==> config.mk <==
export PLATFORM = sky130hd
export DESIGN_NAME = baf_core
export DESIGN_NICKNAME = d
export VERILOG_FILES = /design/src/verilog/baf_pkg.sv /design/src/verilog/baf_adder.sv /design/src/verilog/baf_core.sv
export SDC_FILE = /design/constraint.sdc
export NUM_CORES = 1
export LEC_CHECK = 0
export BUFFER_PORTS_ARGS = -buffer_cell sky130_fd_sc_hd__buf_4
export CAP_MARGIN = 40
export CORE_AREA = 5 5 184 186
export CTS_CLUSTER_DIAMETER = 50
export DETAILED_ROUTE_END_ITERATION = 16
export DIE_AREA = 0 0 189 191
export PLACE_DENSITY_LB_ADDON = 0.12
export SYNTH_ARGS = -nofsm -noshare
export SYNTH_HDL_FRONTEND = slang
export SYNTH_HIERARCHICAL = 1
export SYNTH_SLANG_ARGS = --single-unit
==> constraint.sdc <==
create_clock -name core_clk -period 4.6 [get_ports core_clk]
set_input_delay 0.92 -clock core_clk [delete_from_list [all_inputs] [get_ports core_clk]]
set_output_delay 0.92 -clock core_clk [all_outputs]
set_load 0.05 [all_outputs]
==> src/verilog/baf_pkg.sv <==
// constants and types for the byte alu with status flags
//******************************************************************
// Operation
// RULE_01: eight bit add, subtract, shift, logic
// RULE_02: accumulator combined with any file register
// RULE_03: arithmetic in two's complement form
// RULE_04: instruction selects which flags update
// RULE_05: subtract carry flags mean borrow out; the code sets them when no borrow occurs
// RULE_06: signed wrap beyond 127 or -128
// RULE_07: signed wrap from bit6 bit7 carries
// RULE_08: unsigned 8x8 product in one cycle
// RULE_09: accumulator and counter mapped in memory
// RULE_10: file to file move bypasses accumulator
// RULE_11: 16-bit fetch overlapped with execute
// RULE_12: single cycle except branches, table moves
// RULE_13: nil flag set when result zero
// RULE_14: add carries from bit3 and bit7
//******************************************************************
package baf_pkg;
  localparam int DW = 8;
  localparam int IW = 16;
  localparam int AW = 8;
  localparam int PCW = 16;
  localparam int NIB = 4;
  localparam logic [AW-1:0] ADDR_ACC = 8'h0A;
  localparam logic [AW-1:0] ADDR_PCL = 8'h02;
  localparam logic [AW-1:0] ADDR_FLAGS = 8'h04;
  localparam logic [AW-1:0] ADDR_PRODL = 8'h18;
  localparam logic [AW-1:0] ADDR_PRODH = 8'h19;
  localparam logic [DW-1:0] ACC_RESET = 8'h00;
  localparam logic [PCW-1:0] PC_RESET = 16'h0000;
  localparam logic [PCW-1:0] PC_STEP = 16'h0001;
  localparam int F_BORROW = 0;
  localparam int F_NIBBLE = 1;
  localparam int F_NIL = 2;
  localparam int F_WRAP = 3;
  // opcode [15:12] op, [11] dest to file, [7:0] file address or literal
  localparam int OP_HI = 15;
  localparam int OP_LO = 12;
  localparam int DEST_BIT = 11;
  typedef enum logic [3:0] {
    OP_NOP = 4'h0, OP_ADD = 4'h1, OP_SUB = 4'h2, OP_AND = 4'h3,
    OP_IOR = 4'h4, OP_XOR = 4'h5, OP_RLC = 4'h6, OP_RRC = 4'h7,
    OP_MUL = 4'h8, OP_MOVFF = 4'h9, OP_LIT_SUB = 4'hA, OP_GOTO = 4'hB,
    OP_TBLRD = 4'hC, OP_MOVWF = 4'hD, OP_MOVF = 4'hE, OP_TBLWT = 4'hF
  } baf_op_type;
  typedef struct packed {
    logic [DW-1:0] result;
    logic borrow;
    logic nibble;
    logic nil;
    logic wrap;
  } baf_alu_out_type;
  typedef enum logic [1:0] {ST_RUN = 2'b00, ST_STALL = 2'b01} baf_state_type;
endpackage

==> src/verilog/baf_adder.sv <==
// two's complement byte adder with carry and overflow taps
`timescale 1ns/1ps
module baf_adder (
  input wire logic [baf_pkg::DW-1:0] a,
  input wire logic [baf_pkg::DW-1:0] b,
  input wire logic cin,
  output logic [baf_pkg::DW-1:0] sum,
  output logic c_nib,
  output logic c_out,
  output logic wrap
);
  import baf_pkg::*;
  wire [NIB:0] lo = {1'b0, a[NIB-1:0]} + {1'b0, b[NIB-1:0]} + {{NIB{1'b0}}, cin};
  wire [DW-NIB:0] hi = {1'b0, a[DW-1:NIB]} + {1'b0, b[DW-1:NIB]} + {{(DW-NIB){1'b0}}, lo[NIB]};
  wire c_into7 = a[DW-1] ^ b[DW-1] ^ hi[DW-NIB-1];
  assign sum = {hi[DW-NIB-1:0], lo[NIB-1:0]}; // RULE_03
  assign c_nib = lo[NIB]; // RULE_14
  assign c_out = hi[DW-NIB]; // RULE_14
  // only bits 6 and 7 of this byte count; wider signed math must ignore it
  assign wrap = c_into7 ^ hi[DW-NIB]; // RULE_07
endmodule

==> src/verilog/baf_core.sv <==
// byte alu datapath with status flags, multiplier and fetch pipeline
`timescale 1ns/1ps
module baf_core (
  input wire logic core_clk,
  input wire logic reset_n,
  input wire logic [baf_pkg::IW-1:0] instr_word,
  output logic [baf_pkg::PCW-1:0] fetch_addr,
  output logic [baf_pkg::AW-1:0] file_addr,
  output logic [baf_pkg::AW-1:0] file_dst_addr,
  input wire logic [baf_pkg::DW-1:0] file_rdata,
  output logic [baf_pkg::DW-1:0] file_wdata,
  output logic file_we,
  output logic [baf_pkg::DW-1:0] acc_out,
  output logic [3:0] flags_out,
  output logic [2*baf_pkg::DW-1:0] product_out,
  output logic stall_out,
  input wire logic [baf_pkg::AW-1:0] reg_addr,
  input wire logic [baf_pkg::DW-1:0] reg_wdata,
  input wire logic reg_wr,
  input wire logic reg_rd,
  output logic [baf_pkg::DW-1:0] reg_rdata
);
  import baf_pkg::*;
  //******************************************************************
  // pipeline
  //******************************************************************
  logic [IW-1:0] exec_q, exec_d;
  logic [PCW-1:0] pc_q, pc_d;
  baf_state_type st_q, st_d;
  logic [DW-1:0] acc_q, acc_d;
  logic [3:0] flags_q, flags_d;
  logic [2*DW-1:0] prod_q, prod_d;
  logic [AW-1:0] fa_q, fda_q;
  logic [DW-1:0] fw_q;
  logic fwe_q;
  logic [DW-1:0] rdata_q;
  logic stall_q;
  wire baf_op_type op = baf_op_type'(exec_q[OP_HI:OP_LO]);
  wire to_file = exec_q[DEST_BIT];
  wire [DW-1:0] lit = exec_q[DW-1:0];
  wire two_cycle = (op == OP_GOTO) || (op == OP_TBLRD) || (op == OP_TBLWT); // RULE_12
  wire in_run = (st_q == ST_RUN);
  // file operand arrives combinationally from the register file
  wire [DW-1:0] fop = file_rdata; // RULE_02
  // move target sits in bits 11:8, so a move reaches only the low sixteen registers
  wire [AW-1:0] move_dst = {{(AW-NIB){1'b0}}, exec_q[DEST_BIT -: NIB]}; // RULE_10
  //******************************************************************
  // arithmetic
  //******************************************************************
  wire is_sub = (op == OP_SUB) || (op == OP_LIT_SUB);
  wire [DW-1:0] minuend = (op == OP_LIT_SUB) ? lit : fop;
  wire [DW-1:0] add_a = is_sub ? minuend : fop;
  wire [DW-1:0] add_b = is_sub ? ~acc_q : acc_q; // RULE_03
  wire [DW-1:0] sum;
  wire c_nib, c_out, v_out;
  baf_adder u_add (
    .a(add_a),
    .b(add_b),
    .cin(is_sub),
    .sum(sum),
    .c_nib(c_nib),
    .c_out(c_out),
    .wrap(v_out)
  );
  baf_alu_out_type arith;
  assign arith = '{result: sum, borrow: c_out, nibble: c_nib, nil: (sum == '0), wrap: v_out};
  wire [2*DW-1:0] mul = {{DW{1'b0}}, acc_q} * {{DW{1'b0}}, fop}; // RULE_08
  logic [DW-1:0] res;
  logic res_valid;
  logic [3:0] fl;
  always_comb begin
    res = fop;
    res_valid = 1'b0;
    fl = flags_q;
    case (op)
      OP_ADD, OP_SUB, OP_LIT_SUB: begin
        res = arith.result;
        res_valid = 1'b1;
        // on subtract a set carry means no borrow, as in two's complement
        fl[F_BORROW] = arith.borrow; // RULE_05
        fl[F_NIBBLE] = arith.nibble; // RULE_05
        fl[F_WRAP] = arith.wrap; // RULE_06
        fl[F_NIL] = arith.nil; // RULE_13
      end
      OP_AND, OP_IOR, OP_XOR: begin
        res = (op == OP_AND) ? (acc_q & fop) : (op == OP_IOR) ? (acc_q | fop) : (acc_q ^ fop); // RULE_01
        res_valid = 1'b1;
        fl[F_NIL] = (res == '0); // RULE_04
      end
      OP_RLC: begin
        res = {fop[DW-2:0], flags_q[F_BORROW]}; // RULE_01
        res_valid = 1'b1;
        fl[F_BORROW] = fop[DW-1];
      end
      OP_RRC: begin
        res = {flags_q[F_BORROW], fop[DW-1:1]};
        res_valid = 1'b1;
        fl[F_BORROW] = fop[0];
      end
      OP_MOVWF: begin
        res = acc_q;
        res_valid = 1'b1;
      end
      OP_MOVF: begin
        res = fop;
        res_valid = 1'b1;
        fl[F_NIL] = (fop == '0);
      end
      OP_MOVFF: begin
        res = fop;
        res_valid = 1'b1;
      end
      default: begin
        res = fop;
      end
    endcase
  end
  // file-to-file move writes the file straight back; accumulator untouched
  wire wr_file = in_run && res_valid && (to_file || (op == OP_MOVWF) || (op == OP_MOVFF)); // RULE_10
  wire wr_acc = in_run && res_valid && !wr_file;
  // software writes to mapped accumulator and flags take effect next cycle
  wire sw_acc = reg_wr && (reg_addr == ADDR_ACC); // RULE_09
  wire sw_flags = reg_wr && (reg_addr == ADDR_FLAGS);
  wire sw_pc = reg_wr && (reg_addr == ADDR_PCL);
  wire fwd_acc = wr_file && (op != OP_MOVFF) && (lit == ADDR_ACC);
  //******************************************************************
  // next state
  //******************************************************************
  always_comb begin
    st_d = st_q;
    pc_d = pc_q;
    exec_d = exec_q;
    case (st_q)
      ST_RUN: begin
        if (two_cycle) begin
          st_d = ST_STALL; // RULE_12
          exec_d = '0;
          pc_d = (op == OP_GOTO) ? {{(PCW-DW){1'b0}}, lit} : pc_q;
        end else begin
          exec_d = instr_word; // RULE_11
          pc_d = pc_q + PC_STEP;
        end
      end
      ST_STALL: begin
        st_d = ST_RUN;
      end
      default: begin
        st_d = ST_RUN;
      end
    endcase
    if (sw_pc) begin
      pc_d = {pc_q[PCW-1:DW], reg_wdata}; // RULE_09
    end
  end
  assign acc_d = sw_acc ? reg_wdata : (wr_acc || fwd_acc) ? res : acc_q;
  assign flags_d = sw_flags ? reg_wdata[3:0] : in_run ? fl : flags_q;
  assign prod_d = (in_run && op == OP_MUL) ? mul : prod_q;
  wire [DW-1:0] rsel = (reg_addr == ADDR_ACC) ? acc_q :
                       (reg_addr == ADDR_FLAGS) ? {4'h0, flags_q} :
                       (reg_addr == ADDR_PCL) ? pc_q[DW-1:0] :
                       (reg_addr == ADDR_PRODL) ? prod_q[DW-1:0] :
                       (reg_addr == ADDR_PRODH) ? prod_q[2*DW-1:DW] : 8'h00;
  always_ff @(posedge core_clk or negedge reset_n) begin
    if (!reset_n) begin
      st_q <= ST_RUN;
      pc_q <= PC_RESET;
      exec_q <= '0;
      acc_q <= ACC_RESET;
      flags_q <= 4'h0;
      prod_q <= '0;
    end else begin
      st_q <= st_d;
      pc_q <= pc_d;
      exec_q <= exec_d;
      acc_q <= acc_d;
      flags_q <= flags_d; // RULE_04
      prod_q <= prod_d;
    end
  end
  always_ff @(posedge core_clk or negedge reset_n) begin
    if (!reset_n) begin
      fa_q <= '0;
      fda_q <= '0;
      fw_q <= '0;
      fwe_q <= 1'b0;
      rdata_q <= '0;
      stall_q <= 1'b0;
    end else begin
      fa_q <= exec_d[DW-1:0]; // RULE_02
      fda_q <= (op == OP_MOVFF) ? move_dst : lit; // RULE_10
      fw_q <= res;
      fwe_q <= wr_file;
      rdata_q <= reg_rd ? rsel : 8'h00;
      stall_q <= (st_d == ST_STALL);
    end
  end
  // the file address follows the executing word, so the operand always matches it
  assign fetch_addr = pc_q;
  assign file_addr = fa_q;
  assign file_dst_addr = fda_q;
  assign file_wdata = fw_q;
  assign file_we = fwe_q;
  assign acc_out = acc_q;
  assign flags_out = flags_q;
  assign product_out = prod_q;
  assign stall_out = stall_q;
  assign reg_rdata = rdata_q;
  //******************************************************************
  // checks
  //******************************************************************
  a_add_flags: assert property (@(posedge core_clk) disable iff (!reset_n) // RULE_14
    in_run && op == OP_ADD |=> flags_q[F_BORROW] == $past(c_out) || $past(sw_flags)) else $error("add carry wrong");
  a_sub_borrow: assert property (@(posedge core_clk) disable iff (!reset_n) // RULE_05
    in_run && op == OP_SUB && !sw_flags |=> flags_q[F_BORROW] == ($past(fop) >= $past(acc_q))) else $error("sub borrow wrong");
  a_wrap_flag: assert property (@(posedge core_clk) disable iff (!reset_n) // RULE_06
    in_run && op == OP_ADD && !sw_flags && fop[DW-1] == acc_q[DW-1] && sum[DW-1] != fop[DW-1] |=> flags_q[F_WRAP])
    else $error("wrap missed");
  a_nil_flag: assert property (@(posedge core_clk) disable iff (!reset_n) // RULE_13
    in_run && res_valid && op inside {OP_ADD, OP_SUB, OP_AND, OP_XOR} && !sw_flags |=> flags_q[F_NIL] == ($past(res) == 8'h00))
    else $error("nil flag wrong");
  a_mul_prod: assert property (@(posedge core_clk) disable iff (!reset_n) // RULE_08
    in_run && op == OP_MUL |=> prod_q == $past(acc_q) * $past(fop)) else $error("product wrong");
  a_stall_len: assert property (@(posedge core_clk) disable iff (!reset_n) // RULE_12
    in_run && two_cycle |=> stall_out ##1 !stall_out) else $error("stall length wrong");
  a_pc_step: assert property (@(posedge core_clk) disable iff (!reset_n) // RULE_11
    in_run && !two_cycle && !sw_pc |=> pc_q == $past(pc_q) + PC_STEP) else $error("fetch not overlapped");
  a_move_noacc: assert property (@(posedge core_clk) disable iff (!reset_n) // RULE_10
    in_run && op == OP_MOVFF && !sw_acc |=> acc_q == $past(acc_q) && file_we) else $error("move touched acc");
  a_acc_map: assert property (@(posedge core_clk) disable iff (!reset_n) // RULE_09
    sw_acc |=> acc_q == $past(reg_wdata)) else $error("acc map write lost");
  a_add_carry: assert property (@(posedge core_clk) disable iff (!reset_n) // RULE_14
    in_run && op == OP_ADD && !sw_flags
    |=> flags_q[F_BORROW] == (int'($past(fop)) + int'($past(acc_q)) >= (1 << DW)))
    else $error("add byte carry wrong");
  a_add_nibble: assert property (@(posedge core_clk) disable iff (!reset_n) // RULE_14
    in_run && op == OP_ADD && !sw_flags
    |=> flags_q[F_NIBBLE] == (int'($past(fop[NIB-1:0])) + int'($past(acc_q[NIB-1:0])) >= (1 << NIB)))
    else $error("add nibble carry wrong");
  a_sub_nibble: assert property (@(posedge core_clk) disable iff (!reset_n) // RULE_05
    in_run && op == OP_SUB && !sw_flags
    |=> flags_q[F_NIBBLE] == ($past(fop[NIB-1:0]) >= $past(acc_q[NIB-1:0])))
    else $error("sub nibble borrow wrong");
  a_lit_borrow: assert property (@(posedge core_clk) disable iff (!reset_n) // RULE_05
    in_run && op == OP_LIT_SUB && !sw_flags
    |=> flags_q[F_BORROW] == ($past(lit) >= $past(acc_q)))
    else $error("literal borrow wrong");
  a_wrap_clear: assert property (@(posedge core_clk) disable iff (!reset_n) // RULE_06
    in_run && op == OP_ADD && !sw_flags && fop[DW-1] != acc_q[DW-1]
    |=> !flags_q[F_WRAP])
    else $error("wrap set on mixed signs");
  a_sub_wrap: assert property (@(posedge core_clk) disable iff (!reset_n) // RULE_07
    in_run && op == OP_SUB && !sw_flags && fop[DW-1] != acc_q[DW-1] && sum[DW-1] != fop[DW-1]
    |=> flags_q[F_WRAP])
    else $error("sub wrap missed");
  a_logic_keep: assert property (@(posedge core_clk) disable iff (!reset_n) // RULE_04
    in_run && op inside {OP_AND, OP_IOR, OP_XOR} && !sw_flags
    |=> flags_q[F_BORROW] == $past(flags_q[F_BORROW]) && flags_q[F_WRAP] == $past(flags_q[F_WRAP]))
    else $error("logic op touched carry");
  a_ior_nil: assert property (@(posedge core_clk) disable iff (!reset_n) // RULE_13
    in_run && op == OP_IOR && !sw_flags
    |=> flags_q[F_NIL] == (($past(fop) | $past(acc_q)) == '0))
    else $error("ior nil wrong");
  a_movf_nil: assert property (@(posedge core_clk) disable iff (!reset_n) // RULE_13
    in_run && op == OP_MOVF && !sw_flags
    |=> flags_q[F_NIL] == ($past(fop) == '0))
    else $error("move nil wrong");
  a_nop_flags: assert property (@(posedge core_clk) disable iff (!reset_n) // RULE_04
    in_run && op == OP_NOP && !sw_flags
    |=> flags_q == $past(flags_q))
    else $error("nop changed flags");
  a_rrc_carry: assert property (@(posedge core_clk) disable iff (!reset_n) // RULE_01
    in_run && op == OP_RRC && !sw_flags
    |=> flags_q[F_BORROW] == $past(fop[0]))
    else $error("rotate right carry wrong");
  //******************************************************************
  // result checks
  //******************************************************************
  a_add_result: assert property (@(posedge core_clk) disable iff (!reset_n) // RULE_01
    in_run && op == OP_ADD && !to_file && !sw_acc
    |=> acc_q == $past(fop) + $past(acc_q))
    else $error("add result wrong");
  a_sub_result: assert property (@(posedge core_clk) disable iff (!reset_n) // RULE_03
    in_run && op == OP_SUB && !to_file && !sw_acc
    |=> acc_q == $past(fop) - $past(acc_q))
    else $error("sub result wrong");
  a_lit_result: assert property (@(posedge core_clk) disable iff (!reset_n) // RULE_03
    in_run && op == OP_LIT_SUB && !to_file && !sw_acc
    |=> acc_q == $past(lit) - $past(acc_q))
    else $error("literal sub result wrong");
  a_and_result: assert property (@(posedge core_clk) disable iff (!reset_n) // RULE_02
    in_run && op == OP_AND && !to_file && !sw_acc
    |=> acc_q == ($past(fop) & $past(acc_q)))
    else $error("and result wrong");
  a_rlc_result: assert property (@(posedge core_clk) disable iff (!reset_n) // RULE_01
    in_run && op == OP_RLC && !to_file && !sw_acc
    |=> acc_q == {$past(fop[DW-2:0]), $past(flags_q[F_BORROW])})
    else $error("rotate left result wrong");
  a_file_write: assert property (@(posedge core_clk) disable iff (!reset_n) // RULE_02
    in_run && res_valid && to_file && op != OP_MOVFF
    |=> file_we && file_wdata == $past(res) && file_dst_addr == $past(lit))
    else $error("file write wrong");
  a_move_path: assert property (@(posedge core_clk) disable iff (!reset_n) // RULE_10
    in_run && op == OP_MOVFF
    |=> file_we && file_dst_addr == $past(move_dst) && file_wdata == $past(fop))
    else $error("move path wrong");
  a_no_write: assert property (@(posedge core_clk) disable iff (!reset_n) // RULE_02
    !(in_run && res_valid)
    |=> !file_we)
    else $error("stray file write");
  //******************************************************************
  // pipeline and register map checks
  //******************************************************************
  a_goto_target: assert property (@(posedge core_clk) disable iff (!reset_n) // RULE_12
    in_run && op == OP_GOTO && !sw_pc
    |=> fetch_addr == {{(PCW-DW){1'b0}}, $past(lit)})
    else $error("branch target wrong");
  a_stall_hold: assert property (@(posedge core_clk) disable iff (!reset_n) // RULE_12
    stall_out && !sw_pc
    |=> fetch_addr == $past(fetch_addr))
    else $error("fetch moved in stall");
  a_stall_nop: assert property (@(posedge core_clk) disable iff (!reset_n) // RULE_11
    stall_out
    |-> op == OP_NOP)
    else $error("stall executes a word");
  a_fetch_take: assert property (@(posedge core_clk) disable iff (!reset_n) // RULE_11
    in_run && !two_cycle
    |=> exec_q == $past(instr_word))
    else $error("fetched word lost");
  a_prod_hold: assert property (@(posedge core_clk) disable iff (!reset_n) // RULE_08
    !(in_run && op == OP_MUL)
    |=> product_out == $past(product_out))
    else $error("product changed");
  a_flags_map: assert property (@(posedge core_clk) disable iff (!reset_n) // RULE_09
    sw_flags
    |=> flags_q == $past(reg_wdata[F_WRAP:F_BORROW]))
    else $error("flags map write lost");
  a_pc_map: assert property (@(posedge core_clk) disable iff (!reset_n) // RULE_09
    sw_pc
    |=> pc_q[DW-1:0] == $past(reg_wdata))
    else $error("counter map write lost");
  a_read_idle: assert property (@(posedge core_clk) disable iff (!reset_n) // RULE_09
    !reg_rd
    |=> reg_rdata == '0)
    else $error("read data without strobe");
  a_read_prod: assert property (@(posedge core_clk) disable iff (!reset_n) // RULE_08
    reg_rd && reg_addr == ADDR_PRODH
    |=> reg_rdata == $past(prod_q[2*DW-1:DW]))
    else $error("product read wrong");
  c_add: cover property (@(posedge core_clk) disable iff (!reset_n) in_run && op == OP_ADD && v_out);
  c_sub: cover property (@(posedge core_clk) disable iff (!reset_n) in_run && op == OP_SUB && !c_out);
  c_goto: cover property (@(posedge core_clk) disable iff (!reset_n) in_run && op == OP_GOTO);
  c_movff: cover property (@(posedge core_clk) disable iff (!reset_n) in_run && op == OP_MOVFF);
  c_rlc: cover property (@(posedge core_clk) disable iff (!reset_n) in_run && op == OP_RLC);
endmodule

# After elaboration in Yosys (flattened, before gate mapping)
# Cells that the tools add are included.
[classes]
mux = 29
multipliers = 1
bitwise_logic = 8
n_addsub = 5
n_eq_ne = 25
n_reduce_logical = 34
[op_table]
columns = ["cell", "n"]
rows = [
  ["$mux W8", 16],
  ["$mux W16", 3],
  ["$pmux W8 S5", 1],
  ["$eq A4 B4 Y1 const B", 8],
  ["$logic_not A8 Y1", 3],
  ["$add A16 B1 Y16 const B", 1],
  ["$eq A4 B3 Y1 const B", 4],
  ["$eq A8 B4 Y1 const B", 2],
  ["$eq A8 B5 Y1 const B", 2],
  ["$mul A8 B8 Y16", 1],
  ["$reduce_or A11 Y1", 1],
  ["$add A4 B4 Y5", 2],
  ["$add A5 B1 Y5", 2],
  ["$logic_and A1 B1 Y1", 9],
  ["$and A8 B8 Y8", 1],
  ["$eq A4 B2 Y1 const B", 2],
  ["$eq A8 B2 Y1 const B", 1],
  ["$eq A8 B3 Y1 const B", 1],
  ["$mux W4", 2],
  ["$not A8 Y8", 1],
  ["$or A8 B8 Y8", 1],
  ["$reduce_and A2 Y1", 4],
  ["$reduce_bool A2 Y1", 4],
  ["$reduce_bool A4 Y1", 2],
  ["16 further kinds", 28],
]
[totals]
reg_bits = 88
elab_cells = 117
output_inout_bits = 78
inputBits = 44

# Logic depth before layout (Yosys ltp)
[depth]
word_depth = 11
depth_mapped = 20
depth_no_buf = 19

# Hierarchy
# The synthesis kept the hierarchy.
[by_module_without_submodules]
columns = ["mod", "area_per_inst_um2", "cells_each", "instances"]
rows = [
  ["baf_core", 7523.5, 871, 1],
  ["baf_adder", 310.3, 38, 1],
]

# Least setup slack after synthesis
# OpenSTA, ideal clock, no wires.
[synth_timing]
path_type = "input to register"
start = "in file_rdata[6] in the netlist's numbering"
end = "reg prod_q[14], in the netlist product_out[14]"
path_slack_ns = -0.171
required_ns = 4.465
t_arrival_ns = 4.636
cell_stages = 16
cell_sequence = "clkbuf_1 -> inv_1 -> nor2_1 -> fa_1 -> fa_1 -> inv_1 -> fa_1 -> fa_1 -> inv_1 -> ha_1 -> a211o_1 -> a211oi_1 -> o31ai_1 -> a21oi_1 -> xor2_1 -> o21ai_0"
[synth_between]
elab_chain_cells = 1
[synth_lines]
columns = ["element", "line", "source"]
rows = [
  ["from (decl)", "baf_core.sv:10", "input wire logic [baf_pkg::DW-1:0] file_rdata,"],
  ["$mul A8 B8 Y16", "baf_core.sv:67", "wire [2*DW-1:0] mul = {{DW{1'b0}}, acc_q} * {{DW{1'b0}}, fop};"],
  ["to (signal assigned)", "baf_core.sv:177", "prod_q <= prod_d;"],
  ["to (decl)", "baf_core.sv:32", "logic [2*DW-1:0] prod_q, prod_d;"],
]
# No other way between the ends.
# A chain may end at the register's enable or synchronous reset.

# Final worst setup path
[layout_timing]
start = "in file_rdata[4] in the netlist's numbering"
end = "reg prod_q[14], in the netlist product_out[14]"
# Same word-level chain as after synthesis.

==> metrics.md <==
| Metric | Value |
|---|---|
| Die area | between 30000 and 40000 um2 |
| Critical Path RT | 4.82 ns |
| Synth top cells by count | nand2_1 (120), nor2_1 (93), dfrtp_1 (88), inv_1 (81), ha_1 (59) |
| Worst reg2reg path depth | 13 |
| CP cell instances | buf_8 -> ha_4 -> inv_4 -> fa_1 -> inv_2 -> fa_1 -> fa_1 -> inv_2 -> fa_1 -> inv_2 -> ha_4 -> a211o_1 -> a211oi_2 -> o31ai_1 -> a21oi_1 -> xor2_1 -> o21ai_1 |
| Flops & latches, synth | 88 |
| Vias in the first global route | 7531 |
| R2r endpoint | product_out[13] |
| DP Cell Count | 1476 |
| Worst reg-to-reg setup slack | 0.25 ns |
| Post-synthesis async set-or-reset flop share | 100% |
| FP Rows | 66 |
| Status | finished clean |
| Worst VDD drop | 0.841 mV |
| Number of flops mapped to enable cells by yosys | 0 |
| Routability congestion estimate | 0.881 |
| Core area | 32100 um2 |
| Top cell by count, worst path | fa_1 |
| GRT Util Overall | 17.2% |
| Syn Inst Count | between 900 and 1000 |
| Startpoint Class | input port |
| Fin crit period | 4.45 ns |
| Period utilisation layout | 96.7% |
| Routed via count | about 7200 |
| Initial antenna violation count | 0 |
| CP arrival | 4.67 ns |
| Clk Latency, worst-skew pair | 0.35 ns |
| Total wire length | 31000 um |
| Buffers on Ports | between 100 and 150 |
| Min Hold Slack | roughly 0.48 ns |
| Largest cells by area after synthesis | dfrtp_1 (28%), fa_1 (10%), ha_1 (9.4%) |
| Yosys warning total | 6 |
| F_max | around 0.22 GHz |
| Netlist cell types | 88 |
| Final non-filler cell total | 1493 |
| DP Area | ~9700 um2 |
| Yosys top cell area share | 28.1% |
| Levels on crit path | 17 |
| Detailed Routing Iterations Pass 1 | 7 |
| Reg-to-Reg Start | acc_out[4] |
| Routed length per instance | 20.8 um |
| Slew @ Worst Pin | 0.732 ns |
| Crit path max fanout | 4 |
| Yosys top cell by area | dfrtp_1 |
| Final setup violation count | 0 |
| Root Driver | clkbuf_16 |
| Clock slew at reported path FFs | 0.07 ns |
| Final Skew | 0.0118 ns |
| Leak | 4.83 nW |
| Initial Utilization | 24.4% |
| Slew HR | 51.2% |
| Clk buf depth | 2 |
| First-pass GRT wire length | between 40000 and 50000 um |
| CP startpoint | file_rdata[4] |
| Average size of a mapped cell | 8.62 um2 |
| NumNets Final | between 1000 and 1500 |
| M3 GR Usage | 2.72% |
| Grt total ovfl | 0 |
| Hold Path Class | reg -> reg |
| Syn nets | between 1000 and 1500 |
| H-tree depth | 3 |
| # IOs | 122 |
| HPWL Detailed | 25000 um |
| CP delay by family, top | adder cells |
| Max-Cap Viols | 0 |
| Design area | 10100 um2 |
| Detail Route Antenna Nets | 0 |
| CTS tree | yes |
| DRT iter0 DRCs | between 400 and 500 |
| Slowest CP cell | fa_1 |
| Die height | 191 um |
| WP buf/inv | 5 |
| Final hold vios | 0 |
| Worst Setup EP | product_out[14] |
| Layout cells sized above 1 | 25.7% |
| Worst Hold Depth | 2 |
| GRT met1 Usage | 22.7% |
| TritonCTS Buffers | 9 |
| Slew Limit Fails | 0 |
| Clock sink total | 88 |
| GRT busiest layer | met2 |
| CP endpoint kind | flip-flop |
| Sequential element share of the synthesized area | between 20% and 30% |
| Vias per cell | around 4.8 |
| Mapped cell area | 7830 um2 |
| Largest net degree at the start of global routing | 47 |
| GR Util met2 | 29.1% |
| Syn-to-layout area delta | 29.2% |
| Top_reg_cell synth | dfrtp_1 |
| RSZ-0062 raised after global routing | yes |
| CP peak stage delay | 0.56 ns |
| WS Path Type | in -> reg |
| PwrDens | 865 nW/um2 |
| Most frequent cell after synthesis | nand2_1 |
| Die X-Extent | approximately 190 um |
| Drc violations | 0 |
| Diode count | 0 |
==> cell usage in the layout, fill, tap and decap left out, types with 14 or more instances in the layout <==
| master | synthesis | layout |
|---|---|---|
| a21oi_1 | 35 | 35 |
| buf_4 | 11 | 209 |
| dfrtp_1 | 88 | 86 |
| fa_1 | 40 | 39 |
| ha_1 | 59 | 56 |
| inv_1 | 81 | 72 |
| nand2_1 | 120 | 120 |
| nor2_1 | 93 | 88 |
| o21ai_0 | 51 | 49 |
| xnor2_1 | 14 | 14 |
| xor2_1 | 18 | 18 |
==> state kept, by name, summed over array words and instances, names as in the netlist <==
signal,cells
product_out,16
exec_q,16
stall_out,1
reg_rdata,8
fetch_addr,16
file_dst_addr,8
flags_out,4
acc_out,8
st_q,2
file_wdata,8
file_we,1
==> routing by layer <==
layer / up-vias / share of wire, %
met3: 50 / 4.8
met4: 0 / 3.1
li1: 3466 / -
met2: 198 / 48
met5: - / 0
met1: 3448 / 44
==> power by group <==
| group | leakage (nW) | internal, mW | total (mW) | switching [mW] |
|---|---|---|---|---|
| sequential | 1.10 | 1.00 | 1.36 | 0.354 |
| combinational | 3.56 | 2.74 | 6.55 | 3.81 |
| clock | 0.166 | 0.500 | 0.850 | 0.350 |
==> metrics by stage <==
stage          worst slack, ns  TNS [ns]  power (mW)  util (%)
2_1_floorplan          0.00610         0        5.19         -
3_3_place_gp            -0.283     -1.41        7.82      30.1
3_5_place_dp            -0.347     -1.47        7.81      30.1
4_1_cts                 0.0357         0        8.73      31.2
5_1_grt                -0.0211   -0.0352        9.57      31.5
6_report                 0.150         0        8.75      31.5
==> worst min-delay path: stages (launching register included) <==
cell	delay, ns
dfrtp_1	0.34
nand2_1	0.04
o21ai_0	0.06
==> repair_timing <==
action / 4_1_cts / 5_1_grt
buffers inserted: 0 / 1
hold endpoints to repair: 0 / 0
hold buffers: 0 / 0
resized for setup: 0 / 29
endpoints found under the setup margin: 0 / 5
==> logic make-up (layout without fill, tap and decap cells) <==
family / after synthesis / in the layout / share of synthesized area (%)
AO/OA/AOI/OAI: 230 / 230 / 20.1
XOR/XNOR: 32 / 32 / 3.58
adder cells (fa/ha/maj): 99 / 99 / 19.6
buffers and inverters: 144 / 320 / 7.97
flip-flops: 88 / 88 / 28.1
multiplexers: 13 / 13 / 1.71
other: 1 / 1 / 0.0479
AND/OR/NAND/NOR: 302 / 302 / 18.8
==> area by class of cell <==
| type | count | area, um2 |
|---|---|---|
| clock buffers | 10 | 239 |
| inverters | 91 | 352 |
| well taps | 408 | 510 |
| flip-flops and latches | 88 | 2200 |
| clock inverters | 6 | 103 |
| fillers | 3380 | 22000 |
| multi-input cells | 677 | 5090 |
| repair buffers | 213 | 1620 |
==> worst min path at each step <==
stage / startpoint / to / slack, ns
after global routing: exec_q[8] / exec_q[8] / 0.52
after detailed placement: exec_q[9] / exec_q[9] / 0.47
final: exec_q[9] / exec_q[9] / 0.48
after floorplan: exec_q[10] / exec_q[10] / 0.44
after global placement: exec_q[9] / exec_q[9] / 0.46
after CTS: exec_q[8] / file_dst_addr[0] / 0.48
Power figures use the tool's default switching activity.
